[src/logic/sram_ctrl_consts.svh]
`ifndef SRAM_CTRL_CONSTS_SVH
`define SRAM_CTRL_CONSTS_SVH

`define ADDR_W              9
`define DATA_W              4
`define CLK_PERIOD_NS       10
// Pin timing in ns, then cycle counts (minimums rounded up)
`define ENABLE_HIGH_MIN_NS  150
`define ADDR_SETUP_NS       20
`define ADDR_HOLD_NS        50
`define ENABLE_LOW_MIN_NS   350
`define WRITE_PULSE_MIN_NS  350
`define DATA_SETUP_WE_NS    250
`define WRITE_OUT_DIS_NS    100
`define ENABLE_ACCESS_NS    350
`define OUT_DISABLE_NS      100
`define NS2CYC(ns) (((ns) + `CLK_PERIOD_NS - 1) / `CLK_PERIOD_NS)
`define ENABLE_HIGH_CYC     `NS2CYC(`ENABLE_HIGH_MIN_NS)
`define ADDR_SETUP_CYC      `NS2CYC(`ADDR_SETUP_NS)
`define ADDR_HOLD_CYC       `NS2CYC(`ADDR_HOLD_NS)
`define ENABLE_LOW_CYC      `NS2CYC(`ENABLE_LOW_MIN_NS)
`define WRITE_PULSE_CYC     `NS2CYC(`WRITE_PULSE_MIN_NS)
`define DATA_SETUP_WE_CYC   `NS2CYC(`DATA_SETUP_WE_NS)
`define WRITE_OUT_DIS_CYC   `NS2CYC(`WRITE_OUT_DIS_NS)
`define ENABLE_ACCESS_CYC   `NS2CYC(`ENABLE_ACCESS_NS)
`define OUT_DISABLE_CYC     `NS2CYC(`OUT_DISABLE_NS)
`define CNT_W               8

`endif

[src/logic/sram_ctrl_pkg.sv]
`default_nettype none
package sram_ctrl_pkg;
   typedef enum logic [1:0] {
      OP_READ,
      OP_WRITE,
      OP_RMW
   } op_t;

   typedef enum {
      ST_IDLE,
      ST_SETUP,
      ST_HOLD,
      ST_ACCESS,
      ST_WRPULSE,
      ST_LOWTAIL,
      ST_HIGH,
      ST_BACKUP
   } state_t;
endpackage : sram_ctrl_pkg
`default_nettype wire

[src/logic/latched_sram_host.sv]
// Contract
// - Pure write: write enable low before enable falls, until it rises.
// - Late write enable: wait output disable time before driving data.
// - Hold enable high for the minimum high time between cycles.
// - Back-to-back writes may keep write enable low, toggling enable.
// - Combined cycle: read data first, then pulse write enable minimum width.
// - Address valid only around enable fall; fresh fall every cycle.
// - In backup keep enable high and other pins steady at a rail (here ramAddr stays at the last request address).
// - After backup wait one enable-high time after supply good.
// - Pure read keeps write enable high while enable is low.
`timescale 1ns/10ps
`default_nettype none
`include "sram_ctrl_consts.svh"
module latched_sram_host (
   input  wire logic                 mclk,
   input  wire logic                 rst,
   // User request side
   input  wire logic                 reqValid,
   output logic                      reqReady,
   input  wire logic [1:0]           reqOp,
   input  wire logic [`ADDR_W-1:0]   reqAddr,
   input  wire logic [`DATA_W-1:0]   reqWdata,
   input  wire logic                 reqBurst,
   output logic                      rspValid,
   output logic      [`DATA_W-1:0]   rspRdata,
   input  wire logic                 backupReq,
   input  wire logic                 supplyGood,
   output logic                      inBackup,
   // RAM pins
   output logic                      ramEnableN,
   output logic                      ramWriteN,
   output logic      [`ADDR_W-1:0]   ramAddr,
   output logic      [`DATA_W-1:0]   ramDataOut,
   output logic                      ramDataOe,
   input  wire logic [`DATA_W-1:0]   ramDataIn
);
   sram_ctrl_pkg::state_t state_q, state_d;
   sram_ctrl_pkg::op_t    op_q, op_d;
   logic [`CNT_W-1:0]     cnt_q, cnt_d;
   logic                  en_q, en_d, we_q, we_d, oe_q, oe_d;
   logic                  burst_q, burst_d, rsp_q, rsp_d;
   logic [`ADDR_W-1:0]    addr_q, addr_d;
   logic [`DATA_W-1:0]    wd_q, wd_d, rd_q, rd_d;
   logic [3:0]            syncOut;
   logic [`DATA_W-1:0]    dataSync;

   // Read data and nothing else crosses in from the pins
   pin_sync u_sync (
      .mclk   (mclk),
      .rst    (rst),
      .pinIn  (ramDataIn),
      .pinOut (syncOut)
   );
   assign dataSync = syncOut;

   function automatic logic [`CNT_W-1:0] cyc(input int n);
      cyc = `CNT_W'(n);
   endfunction : cyc

   // Synchroniser latency added so sampled data is really settled
   localparam int SAMPLE_CYC = `ENABLE_ACCESS_CYC + 3;

   always_comb begin
      state_d = state_q;
      op_d    = op_q;
      cnt_d   = (cnt_q != '0) ? cnt_q - 1'b1 : cnt_q;
      en_d    = en_q;
      we_d    = we_q;
      oe_d    = oe_q;
      burst_d = burst_q;
      addr_d  = addr_q;
      wd_d    = wd_q;
      rd_d    = rd_q;
      rsp_d   = 1'b0;
      case (state_q)
         sram_ctrl_pkg::ST_IDLE: begin
            if (backupReq) begin
               state_d = sram_ctrl_pkg::ST_BACKUP;
               we_d    = 1'b0;
               oe_d    = 1'b0;
            end else if (reqValid) begin
               op_d    = sram_ctrl_pkg::op_t'(reqOp);
               addr_d  = reqAddr;
               wd_d    = reqWdata;
               burst_d = reqBurst;
               // Pure write: write enable low before enable falls
               we_d    = (reqOp == 2'h1);
               oe_d    = 1'b0;
               cnt_d   = cyc(`ADDR_SETUP_CYC);
               state_d = sram_ctrl_pkg::ST_SETUP;
            end else if (!burst_q) begin
               we_d = 1'b0;
            end
         end
         sram_ctrl_pkg::ST_SETUP: begin
            if (cnt_q == '0) begin
               en_d    = 1'b1;
               cnt_d   = cyc(`ADDR_HOLD_CYC);
               state_d = sram_ctrl_pkg::ST_HOLD;
            end
         end
         sram_ctrl_pkg::ST_HOLD: begin
            if (cnt_q == '0) begin
               // Address need not stay valid past the hold window
               if (op_q == sram_ctrl_pkg::OP_WRITE) begin
                  oe_d    = 1'b1;
                  cnt_d   = cyc(`ENABLE_LOW_CYC - `ADDR_HOLD_CYC);
                  state_d = sram_ctrl_pkg::ST_LOWTAIL;
               end else begin
                  cnt_d   = cyc(SAMPLE_CYC - `ADDR_HOLD_CYC);
                  state_d = sram_ctrl_pkg::ST_ACCESS;
               end
            end
         end
         sram_ctrl_pkg::ST_ACCESS: begin
            if (cnt_q == '0) begin
               rd_d = dataSync;
               if (op_q == sram_ctrl_pkg::OP_RMW) begin
                  rsp_d   = 1'b1;
                  we_d    = 1'b1;
                  cnt_d   = cyc(`WRITE_OUT_DIS_CYC);
                  state_d = sram_ctrl_pkg::ST_WRPULSE;
               end else begin
                  rsp_d   = 1'b1;
                  en_d    = 1'b0;
                  cnt_d   = cyc(`ENABLE_HIGH_CYC);
                  state_d = sram_ctrl_pkg::ST_HIGH;
               end
            end
         end
         sram_ctrl_pkg::ST_WRPULSE: begin
            // Late write enable: RAM may still drive, so wait before data
            if (cnt_q == '0 && !oe_q) begin
               oe_d  = 1'b1;
               cnt_d = cyc(`WRITE_PULSE_CYC - `WRITE_OUT_DIS_CYC);
            end else if (cnt_q == '0) begin
               we_d    = 1'b0;
               oe_d    = 1'b0;
               cnt_d   = cyc(1);
               state_d = sram_ctrl_pkg::ST_LOWTAIL;
            end
         end
         sram_ctrl_pkg::ST_LOWTAIL: begin
            if (cnt_q == '0) begin
               en_d = 1'b0;
               if (!burst_q || op_q != sram_ctrl_pkg::OP_WRITE) begin
                  we_d = 1'b0;
               end
               oe_d    = 1'b0;
               if (op_q == sram_ctrl_pkg::OP_WRITE) begin
                  rsp_d = 1'b1;
               end
               cnt_d   = cyc(`ENABLE_HIGH_CYC);
               state_d = sram_ctrl_pkg::ST_HIGH;
            end
         end
         sram_ctrl_pkg::ST_HIGH: begin
            if (cnt_q == '0) begin
               state_d = sram_ctrl_pkg::ST_IDLE;
            end
         end
         sram_ctrl_pkg::ST_BACKUP: begin
            // No refresh is issued; the array is static
            if (backupReq || !supplyGood) begin
               cnt_d = cyc(`ENABLE_HIGH_CYC);
            end else if (cnt_q == '0) begin
               state_d = sram_ctrl_pkg::ST_IDLE;
            end
         end
         default: state_d = sram_ctrl_pkg::ST_IDLE;
      endcase
   end

   always_ff @(posedge mclk or posedge rst) begin
      if (rst) begin
         state_q <= sram_ctrl_pkg::ST_IDLE;
         op_q    <= sram_ctrl_pkg::OP_READ;
         cnt_q   <= '0;
         en_q    <= 1'b0;
         we_q    <= 1'b0;
         oe_q    <= 1'b0;
         burst_q <= 1'b0;
         addr_q  <= '0;
         wd_q    <= '0;
         rd_q    <= '0;
         rsp_q   <= 1'b0;
      end else begin
         state_q <= state_d;
         op_q    <= op_d;
         cnt_q   <= cnt_d;
         en_q    <= en_d;
         we_q    <= we_d;
         oe_q    <= oe_d;
         burst_q <= burst_d;
         addr_q  <= addr_d;
         wd_q    <= wd_d;
         rd_q    <= rd_d;
         rsp_q   <= rsp_d;
      end
   end

   assign reqReady   = (state_q == sram_ctrl_pkg::ST_IDLE) && !backupReq;
   assign rspValid   = rsp_q;
   assign rspRdata   = rd_q;
   assign inBackup   = (state_q == sram_ctrl_pkg::ST_BACKUP);
   assign ramEnableN = !en_q;
   assign ramWriteN  = !we_q;
   assign ramAddr    = addr_q;
   assign ramDataOut = wd_q;
   assign ramDataOe  = oe_q;
endmodule : latched_sram_host
`default_nettype wire

[src/logic/pin_sync.sv]
`timescale 1ns/10ps
`default_nettype none
`include "sram_ctrl_consts.svh"
// Three-stage synchroniser; output follows once stages two and three agree
module pin_sync (
   input  wire logic       mclk,
   input  wire logic       rst,
   input  wire logic [3:0] pinIn,
   output logic      [3:0] pinOut
);
   logic [3:0] s1_q, s2_q, s3_q, out_q;
   logic [3:0] s1_d, s2_d, s3_d, out_d;

   always_comb begin
      s1_d = pinIn;
      s2_d = s1_q;
      s3_d = s2_q;
      out_d = out_q;
      for (int i = 0; i < 4; i++) begin
         if (s2_q[i] == s3_q[i]) begin
            out_d[i] = s3_q[i];
         end
      end
   end

   always_ff @(posedge mclk or posedge rst) begin
      if (rst) begin
         s1_q  <= 4'h0;
         s2_q  <= 4'h0;
         s3_q  <= 4'h0;
         out_q <= 4'h0;
      end else begin
         s1_q  <= s1_d;
         s2_q  <= s2_d;
         s3_q  <= s3_d;
         out_q <= out_d;
      end
   end

   assign pinOut = out_q;
endmodule : pin_sync
`default_nettype wire

[config.mk]
export PLATFORM = sky130hd
export DESIGN_NAME = latched_sram_host
export DESIGN_NICKNAME = d
export VERILOG_FILES = /design/src/logic/sram_ctrl_pkg.sv /design/src/logic/latched_sram_host.sv /design/src/logic/pin_sync.sv
export VERILOG_INCLUDE_DIRS = /design/src /design/src/logic
export SDC_FILE = /design/constraint.sdc
export NUM_CORES = 1
export LEC_CHECK = 0
export BUFFER_PORTS_ARGS = -buffer_cell sky130_fd_sc_hd__buf_4
export CORE_MARGIN = 2
export CORE_UTILIZATION = 35
export CTS_CLUSTER_DIAMETER = 30
export CTS_CLUSTER_SIZE = 16
export DETAILED_ROUTE_END_ITERATION = 12
export SYNTH_ARGS = -nofsm -noshare
export SYNTH_HDL_FRONTEND = slang
export SYNTH_SLANG_ARGS = --single-unit
[constraint.sdc]
create_clock -name mclk -period 2.8 [get_ports mclk]
set_input_delay 0.14 -clock mclk [delete_from_list [all_inputs] [get_ports mclk]]
set_output_delay 0.14 -clock mclk [all_outputs]
set_load 0.01 [all_outputs]
# Yosys cells after proc, flatten, opt, wreduce, memory -nomap -nowiden
# Index checks and enable logic that the tools add are counted.
# totals
wordCells,123
out_inout_bits,23
regBits,80
# op_classes
mux,51
reduce_logical,23
n_addsub,1
bitwise_logic,1
n_eq_ne,29
# op_table
cell,n
32-bit 2-to-1 mux,10
32-bit one-hot mux with 8 select lines,1
"32-bit by 3-bit equality test with 1-bit output, second input constant",4
8-bit 2-to-1 mux,10
"32-bit by 2-bit equality test with 1-bit output, second input constant",2
32-bit logical NOT,2
8-bit one-hot mux with 7 select lines,1
"32-bit by 1-bit equality test with 1-bit output, second input constant",1
"32-bit by 4-bit equality test with 1-bit output, second input constant",1
"2-bit inequality test, second input constant",11
1-bit 2-to-1 mux,21
8-bit AND reduction,2
8-bit logical NOT,1
1-bit one-hot mux with 4 select lines,2
4-bit nonzero test,2
8-bit nonzero test,1
"8-bit by 1-bit subtractor with 8-bit output, second input constant",1
1-bit logical NOT,6
3-bit 2-to-1 mux,2
6-bit 2-to-1 mux,1
5-bit AND reduction,1
1-bit equality test,4
"2-bit by 1-bit equality test with 1-bit output, second input constant",2
"4-bit inequality test, second input constant",1
13 further kinds,15

# Longest topological paths before layout
# Gate-level depths: netlist (run 1).
# depth
ltp_word,5
depth_mapped,12
mapped_depth_nobuf,11

# Cells and area by module
# A second synthesis (run 1) with hierarchy kept.
# unflattened
cells_unflattened,239
area_unflattened_um2,2581.2
# by_module_without_submodules
module,seq_area_each_um2,n_inst,cells_each,area_per_inst_um2
latched_sram_host,875.8,1,218,2132.0
pin_sync,400.4,1,21,449.2

# Least setup slack after synthesis (run 1)
# No wires, ideal clock.
# synth_timing
kind,reg2reg
startpoint,register cnt_q[0]
endpoint,register state_q[1]
period_less_slack_ns,2.495
setup_slack_ns,0.305
t_arrival_ns,2.374
required_ns,2.679
stages_incl_launch_ff,12
cell_sequence,dfrtp_1 inv_1 ha_1 nor4b_2 nand2_2 inv_2 buf_2 ha_1 a22o_4 a221oi_4 a21bo_1 a22o_1
# synth_via
elab_chain_cells,4
elab_cells_between_ends,12
cone_classes,eq/ne: 6; mux: 3; reduce/logical: 3
# synth_rtl
element,line,rtl
"start, declared",latched_sram_host.sv:39,"logic [`CNT_W-1:0] cnt_q, cnt_d;"
"start signal, assigned",latched_sram_host.sv:190,cnt_q <= cnt_d;
8-bit logical NOT (*),-,
32-bit 2-to-1 mux or 1-bit logical AND (tied branches),-,
32-bit 2-to-1 mux or 2-bit inequality test (tied branches),-,
32-bit one-hot mux with 8 select lines or 8-bit AND reduction (tied branches),-,
"end signal, assigned",latched_sram_host.sv:176,state_q <= sram_ctrl_pkg::ST_IDLE;
"end signal, assigned",latched_sram_host.sv:188,state_q <= state_d;
"end, declared",latched_sram_host.sv:37,"sram_ctrl_pkg::state_t state_q, state_d;"
# Mark *: on every way between the ends. The rest lies on a longest branch, timed or not. The select of a mux whose other input is x is not followed.
# A chain may end at the register's enable or synchronous reset.

# Worst setup path in the final report (run 1)
# Ends and elaborated chain as after synthesis.

==> results of run 1 <==
-- repair_timing --
action,4_1_cts,5_1_grt
buffers inserted,0,0
hold buffers,4,0
endpoints found under the setup margin,0,0
hold endpoints to repair,4,0
-- synth_stat cells (all sizes together) (3+ instances only) --
cell type	number
a211oi	4
a21oi	15
buf	8
clkbuf	3
dfrtp	51
ha	5
inv	11
maj3	4
mux2	20
mux2i	3
nand2	17
nand2b	5
nand3	3
nor2	16
nor2b	5
nor3	5
o21ai	11
o22ai	4
o31ai	4
xor2	3
-- flip-flops by register name (all words and copies together) (netlist names), 2 cells and up --
signal	cells
rspRdata	4
u_sync.pinOut	4
cnt_q	8
u_sync.s2_q	4
state_q	3
ramDataOut	4
u_sync.s1_q	4
u_sync.s3_q	4
ramAddr	9
op_q	2
-- report_power, final --
group	leakage [nW]	switching (mW)	internal, mW
combinational	0.762	0.912	0.819
clock	0.0461	0.259	0.181
sequential	0.620	0.253	0.985
-- final cells by class --
type,count,share of cell area
multi-input combinational,159,0.372
tap,99,0.0397
sequential,51,0.409
inverter,11,0.0132
clock inverter,3,0.00763
clock buffer,5,0.0221
timing repair buffer,55,0.136
-- worst max-delay path, delay by kind of cell, from the launching register on --
family	cells	cell delay (ps)
compound gates	4	1040
flops	1	400
simple gates	2	350
fa+ha+maj	2	440
buf+inv	2	140
-- through the flow --
stage | instances | cell area (um2)
final | 383 | 3120
after global routing | 383 | 3120
after CTS | 383 | 3120
after global placement | 371 | 2980
after detailed placement | 371 | 2980
after floorplan | 232 | 2530
-- kinds of logic after synthesis --
| kind of cell | after synthesis |
|---|---|
| buf+inv | 22 |
| simple gates | 66 |
| flops | 51 |
| xor+xnor | 5 |
| compound gates | 56 |
| mux | 23 |
| fa+ha+maj | 9 |
-- worst max-delay path by stage --
stage                  to  slack (ps)  depth (start not counted)
2_1_floorplan  state_q[1]         300                         11
3_3_place_gp   state_q[1]         410                         10
3_5_place_dp   state_q[1]         310                         10
4_1_cts        state_q[1]         300                         10
5_1_grt        state_q[1]         170                         10
6_report       state_q[1]         310                         10
-- placed cells by master, fill, tap and decap left out, types with 3 or more instances in the layout --
cell	synthesis	final
o21ai_0	11	11
inv_1	10	9
mux2i_1	3	3
maj3_1	4	4
o22ai_1	4	4
dfrtp_1	51	51
clkbuf_8	0	5
xor2_1	3	3
o31ai_1	4	4
a211oi_1	4	4
buf_4	0	51
nor3_1	3	3
nand2_1	15	15
ha_1	5	5
mux2_2	19	19
nand2b_1	5	5
nor2b_1	5	5
a21oi_1	15	15
dlygate4sd3_1	0	4
nor2_1	16	16
-- metal layers --
metal / up-vias / global-route usage / wire, um
li1: 931 / - / -
met1: 902 / 0.187 / 2400
met2: 51 / 0.232 / 2680
met3: 6 / 0.0388 / 304
met4: 0 / 0.0461 / 59
met5: - / 0 / 0
==> flow_summary.yaml, run 1 <==
synthesis:
  synthMuxAreaShare: 0.101
  yosys-top-cells-area: "dfrtp_1 (50%), mux2_2 (8.4%), a21oi_1 (3.0%)"
  synthCells: 232
  synth_cell_types: 54
  yosysTopAreaCellShare: 0.504
  synth_top_family_by_area: "compound AO/OA/AOI/OAI gates"
  synth_top_area_cell: "dfrtp_1"
  synth_fa_ha_area_frac: 0.0405
  syn-cell-area_um2: 2530
  ys_ff_latch: 51
  syn_nets: 262
  synth_edf_count: 0
  postSynthAreaPerCell_um2: 10.9
  yosysWarnings: 0
  synth_xor_area_frac: 0.0173
  synth-simple-area-share: 0.145
  async_flop_share: 1.00
  synth_compound_area_frac: 0.154
  ys_seq_area_frac: 0.504
  ys.flop_type: "dfrtp_1"
timing:
  max_slew_margin: 0.306
  report.final.slew_viol_count: 0
  finalWorstSetupSlack_ps: 313
  whs_ps: 44.5
  fin_skew_ps: 9.81
  post-route-period-util: 0.888
  worstMarginPinSlew_ps: 1040
  min_period_ps: 2490
  finalSetupViolCount: 0
  rsz0062_at_grt: "false"
  max_freq_mhz: 402
  setup-tns-final_ps: 0
  finalHoldViolations: 0
min_path:
  min_from: "reqAddr[7]"
  hp-class: "input port to register"
  whs_path_depth: 2
  hold_end: "ramAddr[7]"
detailed_routing:
  totalWireLength_um: 5440
  viasPerCell: 4.93
  ant_nets: 0
  dr.pass1.iters: 4
  num_vias: 1890
  wl_per_cell_um: 14.2
  drc: 0
  drtIter0Drc: 186
floorplan:
  io_pins: 48
  initial_core_util: 0.355
  core_um2: 7140
  die_h_um: 89.1
  fp-row-count: 31
  dieArea_um2: 7940
  die_w_um: 89.1
run_status:
  status: "finished, final reports clean"
layout:
  seq_area_um2: 1280
  fillers: 734
  final_util: 0.437
  drive_gt1_frac: 0.317
  antenna_cells_inserted: 0
  area_growth_pct: 23.0
  finalNetCount: 313
  multi_input_area_um2: 1160
setup_path:
  reg2reg_from: "cnt_q[0]"
  worst-endpoint-required_ps: 3010
  critPathLaunchType: "register"
  slowest_delay_ps: 400
  end_kind: "register"
  crit_type: "register to register"
  path_common_cell: "ha_1"
  path_max_fanout: 9
  worstPathCellList: "inv_1 > ha_1 > nor4b_2 > nand2_2 > inv_2 > ha_1 > a22o_4 > a221oi_4 > a21bo_1 > a22o_1"
  reg2reg_slack_ps: 310
  slowest_stage: "dfrtp_1"
  worstPathArrival_ps: 2700
  rr_worst_depth: 10
  r2r_end: "state_q[1]"
  startpoint: "cnt_q[0]"
clock_tree:
  cts_tree: "done"
  clk_pin_slew_worst_paths_ps: 100
  cts_made_buffers: 5
  clock_latency_ps: 310
  cts_max_level: 2
  root_buffer: "clkbuf_8"
  clockBufferDepth: 2
  clock-sinks: 51
  cts_resized: 0
grt:
  grt_util_all_layers: 0.143
  grt_pass1_vias: 1869
  grt_start_max_net_pins: 52
  grt_pass1_wl_um: 8800
  antenna_found_initial: 0
  overflow: 0
power_and_ir_drop:
  p_leak_nw: 1.43
  p_total_mw: 3.41
  powerDensity_nw_per_um2: 1090
  vdd_drop_max_mv: 0.417
place:
  dp_hpwl_um: 3890
  port-buffer-count: 47
  routabilityCongestion: 0.937
  dp_slack_ps: 309
job:
  max_cap_viol_count: 0
(Power assumes the default switching activity.)
==> run 2, diff against run 1 <==
--- a/config.mk
+++ b/config.mk
@@ -12,6 +12,7 @@
 export CTS_CLUSTER_DIAMETER = 30
 export CTS_CLUSTER_SIZE = 16
 export DETAILED_ROUTE_END_ITERATION = 12
+export GPL_ROUTABILITY_DRIVEN = 1
 export SYNTH_ARGS = -nofsm -noshare
 export SYNTH_HDL_FRONTEND = slang
 export SYNTH_SLANG_ARGS = --single-unit
==> constraint.sdc (replaced) <==
create_clock -name mclk -period 2.3 [get_ports mclk]
set_input_delay 0.345 -clock mclk [delete_from_list [all_inputs] [get_ports mclk]]
set_output_delay 0.345 -clock mclk [all_outputs]
set_load 0.01 [all_outputs]
==> run 2 against run 1 <==
Effect of this change:
- combinational power increased by 29%
- cell count increased by 1.0%
- maximum frequency increased by 17%
- critical path type unchanged
==> flow_summary.yaml, run 2 (same netlist as run 1, synthesis figures left out) <==
detailed_routing:
  num_vias: 1918
  wl_per_cell_um: 14.3
  viasPerCell: 4.96
  totalWireLength_um: 5520
  dr.pass1.iters: 4
  drc: 0
  ant_nets: 0
  drtIter0Drc: 135
grt:
  grt_util_all_layers: 0.150
  grt_start_max_net_pins: 19
  antenna_found_initial: 0
  grt_pass1_wl_um: 9230
  overflow: 0
  grt_pass1_vias: 1922
timing:
  finalHoldViolations: 0
  setup-tns-final_ps: 0
  min_period_ps: 2130
  max_freq_mhz: 469
  fin_skew_ps: 2.34
  finalWorstSetupSlack_ps: 169
  rsz0062_at_grt: "false"
  report.final.slew_viol_count: 0
  worstMarginPinSlew_ps: 508
  finalSetupViolCount: 0
  post-route-period-util: 0.926
  max_slew_margin: 0.661
min_path:
  min_from: "ramDataIn[0]"
  hp-class: "input port to register"
  hold_end: "u_sync.s1_q[0]"
  whs_path_depth: 1
setup_path:
  end_kind: "register"
  worst-endpoint-required_ps: 2490
  worstPathArrival_ps: 2330
  rr_worst_depth: 10
  crit_type: "register to register"
  path_max_fanout: 4
  reg2reg_slack_ps: 170
  reg2reg_from: "cnt_q[0]"
  critPathLaunchType: "register"
  r2r_end: "state_q[1]"
layout:
  finalNetCount: 317
  final_cell_mix: "buf_4 (58), dfrtp_1 (51), mux2_2 (19)"
  antenna_cells_inserted: 0
  drive_gt1_frac: 0.344
  layout_commonest_cell: "buf_4"
  fillers: 694
  largest_reg_flops: 9
  area_growth_pct: 26.1
power_and_ir_drop:
  p_comb_frac: 0.512
  vdd_drop_max_mv: 0.600
  p_leak_nw: 1.46
  p_int_mw: 2.61
  powerDensity_nw_per_um2: 1360
  p_clk_frac: 0.145
  seqPwrFrac: 0.344
  switching_share: 0.401
  p_sw_mw: 1.75
floorplan:
  core_um2: 7140
  dieArea_um2: 7940
  fp-row-count: 31
  initial_core_util: 0.355
  die_h_um: 89.1
  die_w_um: 89.1
  io_pins: 48
clock_tree:
  clock_latency_ps: 300
  clk_pin_slew_worst_paths_ps: 90
  cts_resized: 0
  cts_max_level: 2
  root_buffer: "clkbuf_8"
  clockBufferDepth: 2
  hold_buffers: 1
  cts_made_buffers: 5
  cts_tree: "done"
  post_cts_buffers: 0
  clock-sinks: 51
place:
  routabilityCongestion: 0.876
  dp_hpwl_um: 4200
  port-buffer-count: 47
  dp_slack_ps: 181
run_status:
  status: "finished, final reports clean"
job:
  max_cap_viol_count: 0
-- run 2: worst max-delay path by stage --
| stage | from | endpoint | cells after the start |
|---|---|---|---|
| after floorplan | cnt_q[0] | state_q[1] | 11 |
| after global placement | cnt_q[0] | state_q[1] | 10 |
| after detailed placement | cnt_q[0] | state_q[1] | 10 |
| after CTS | cnt_q[0] | state_q[1] | 10 |
| after global routing | cnt_q[0] | state_q[1] | 10 |
| final | cnt_q[0] | state_q[1] | 10 |
-- run 2: layer usage --
layer	vias up	part of all wire	routed length, um	global-route usage
met2	48	0.47	2590	0.229
li1	939	-	-	-
met5	-	0	0	0
met1	922	0.47	2590	0.210
met3	9	0.040	221	0.0268
met4	0	0.022	121	0.0665
-- run 2: layout make-up --
cell class                 instances  area (um2)  area share
tap                               99         124      0.0388
clock buffer                       6        72.6      0.0227
inverter                          11        43.8      0.0137
clock inverter                     2        38.8      0.0121
multi-input combinational        159        1190       0.374
sequential                        51        1280       0.400
timing repair buffer              59         445       0.139
-- run 2: per-stage QoR --
stage	std cells	hold WS (ps)	total power, mW	area [um2]	util
detailed placement	378	336	3.74	3070	0.431
floorplan	232	331	3.01	2580	-
global placement	378	331	3.72	3070	0.431
CTS	387	127	4.40	3190	0.448
global route	387	121	4.72	3190	0.448
finish	387	144	4.35	3190	0.448
-- run 2: worst max-delay path: stages, from the launching register on --
cell and delay (ps):
dfrtp_1 420, inv_2 80, ha_4 160, nor4b_4 130, nand2_2 90, inv_4 40, ha_4 160, a22o_4 270
a221oi_4 270, a21bo_1 230, a22o_1 170
-- run 2: power groups by stage --
| stage | clock (mW) | sequential, mW | combinational, mW |
|---|---|---|---|
| 6_report | 0.629 | 1.50 | 2.23 |
| 5_1_grt | 0.687 | 1.55 | 2.49 |
| 4_1_cts | 0.657 | 1.50 | 2.24 |
| 3_5_place_dp | 0 | 1.52 | 2.23 |
| 3_3_place_gp | 0 | 1.50 | 2.23 |
| 2_1_floorplan | 0 | 1.46 | 1.55 |
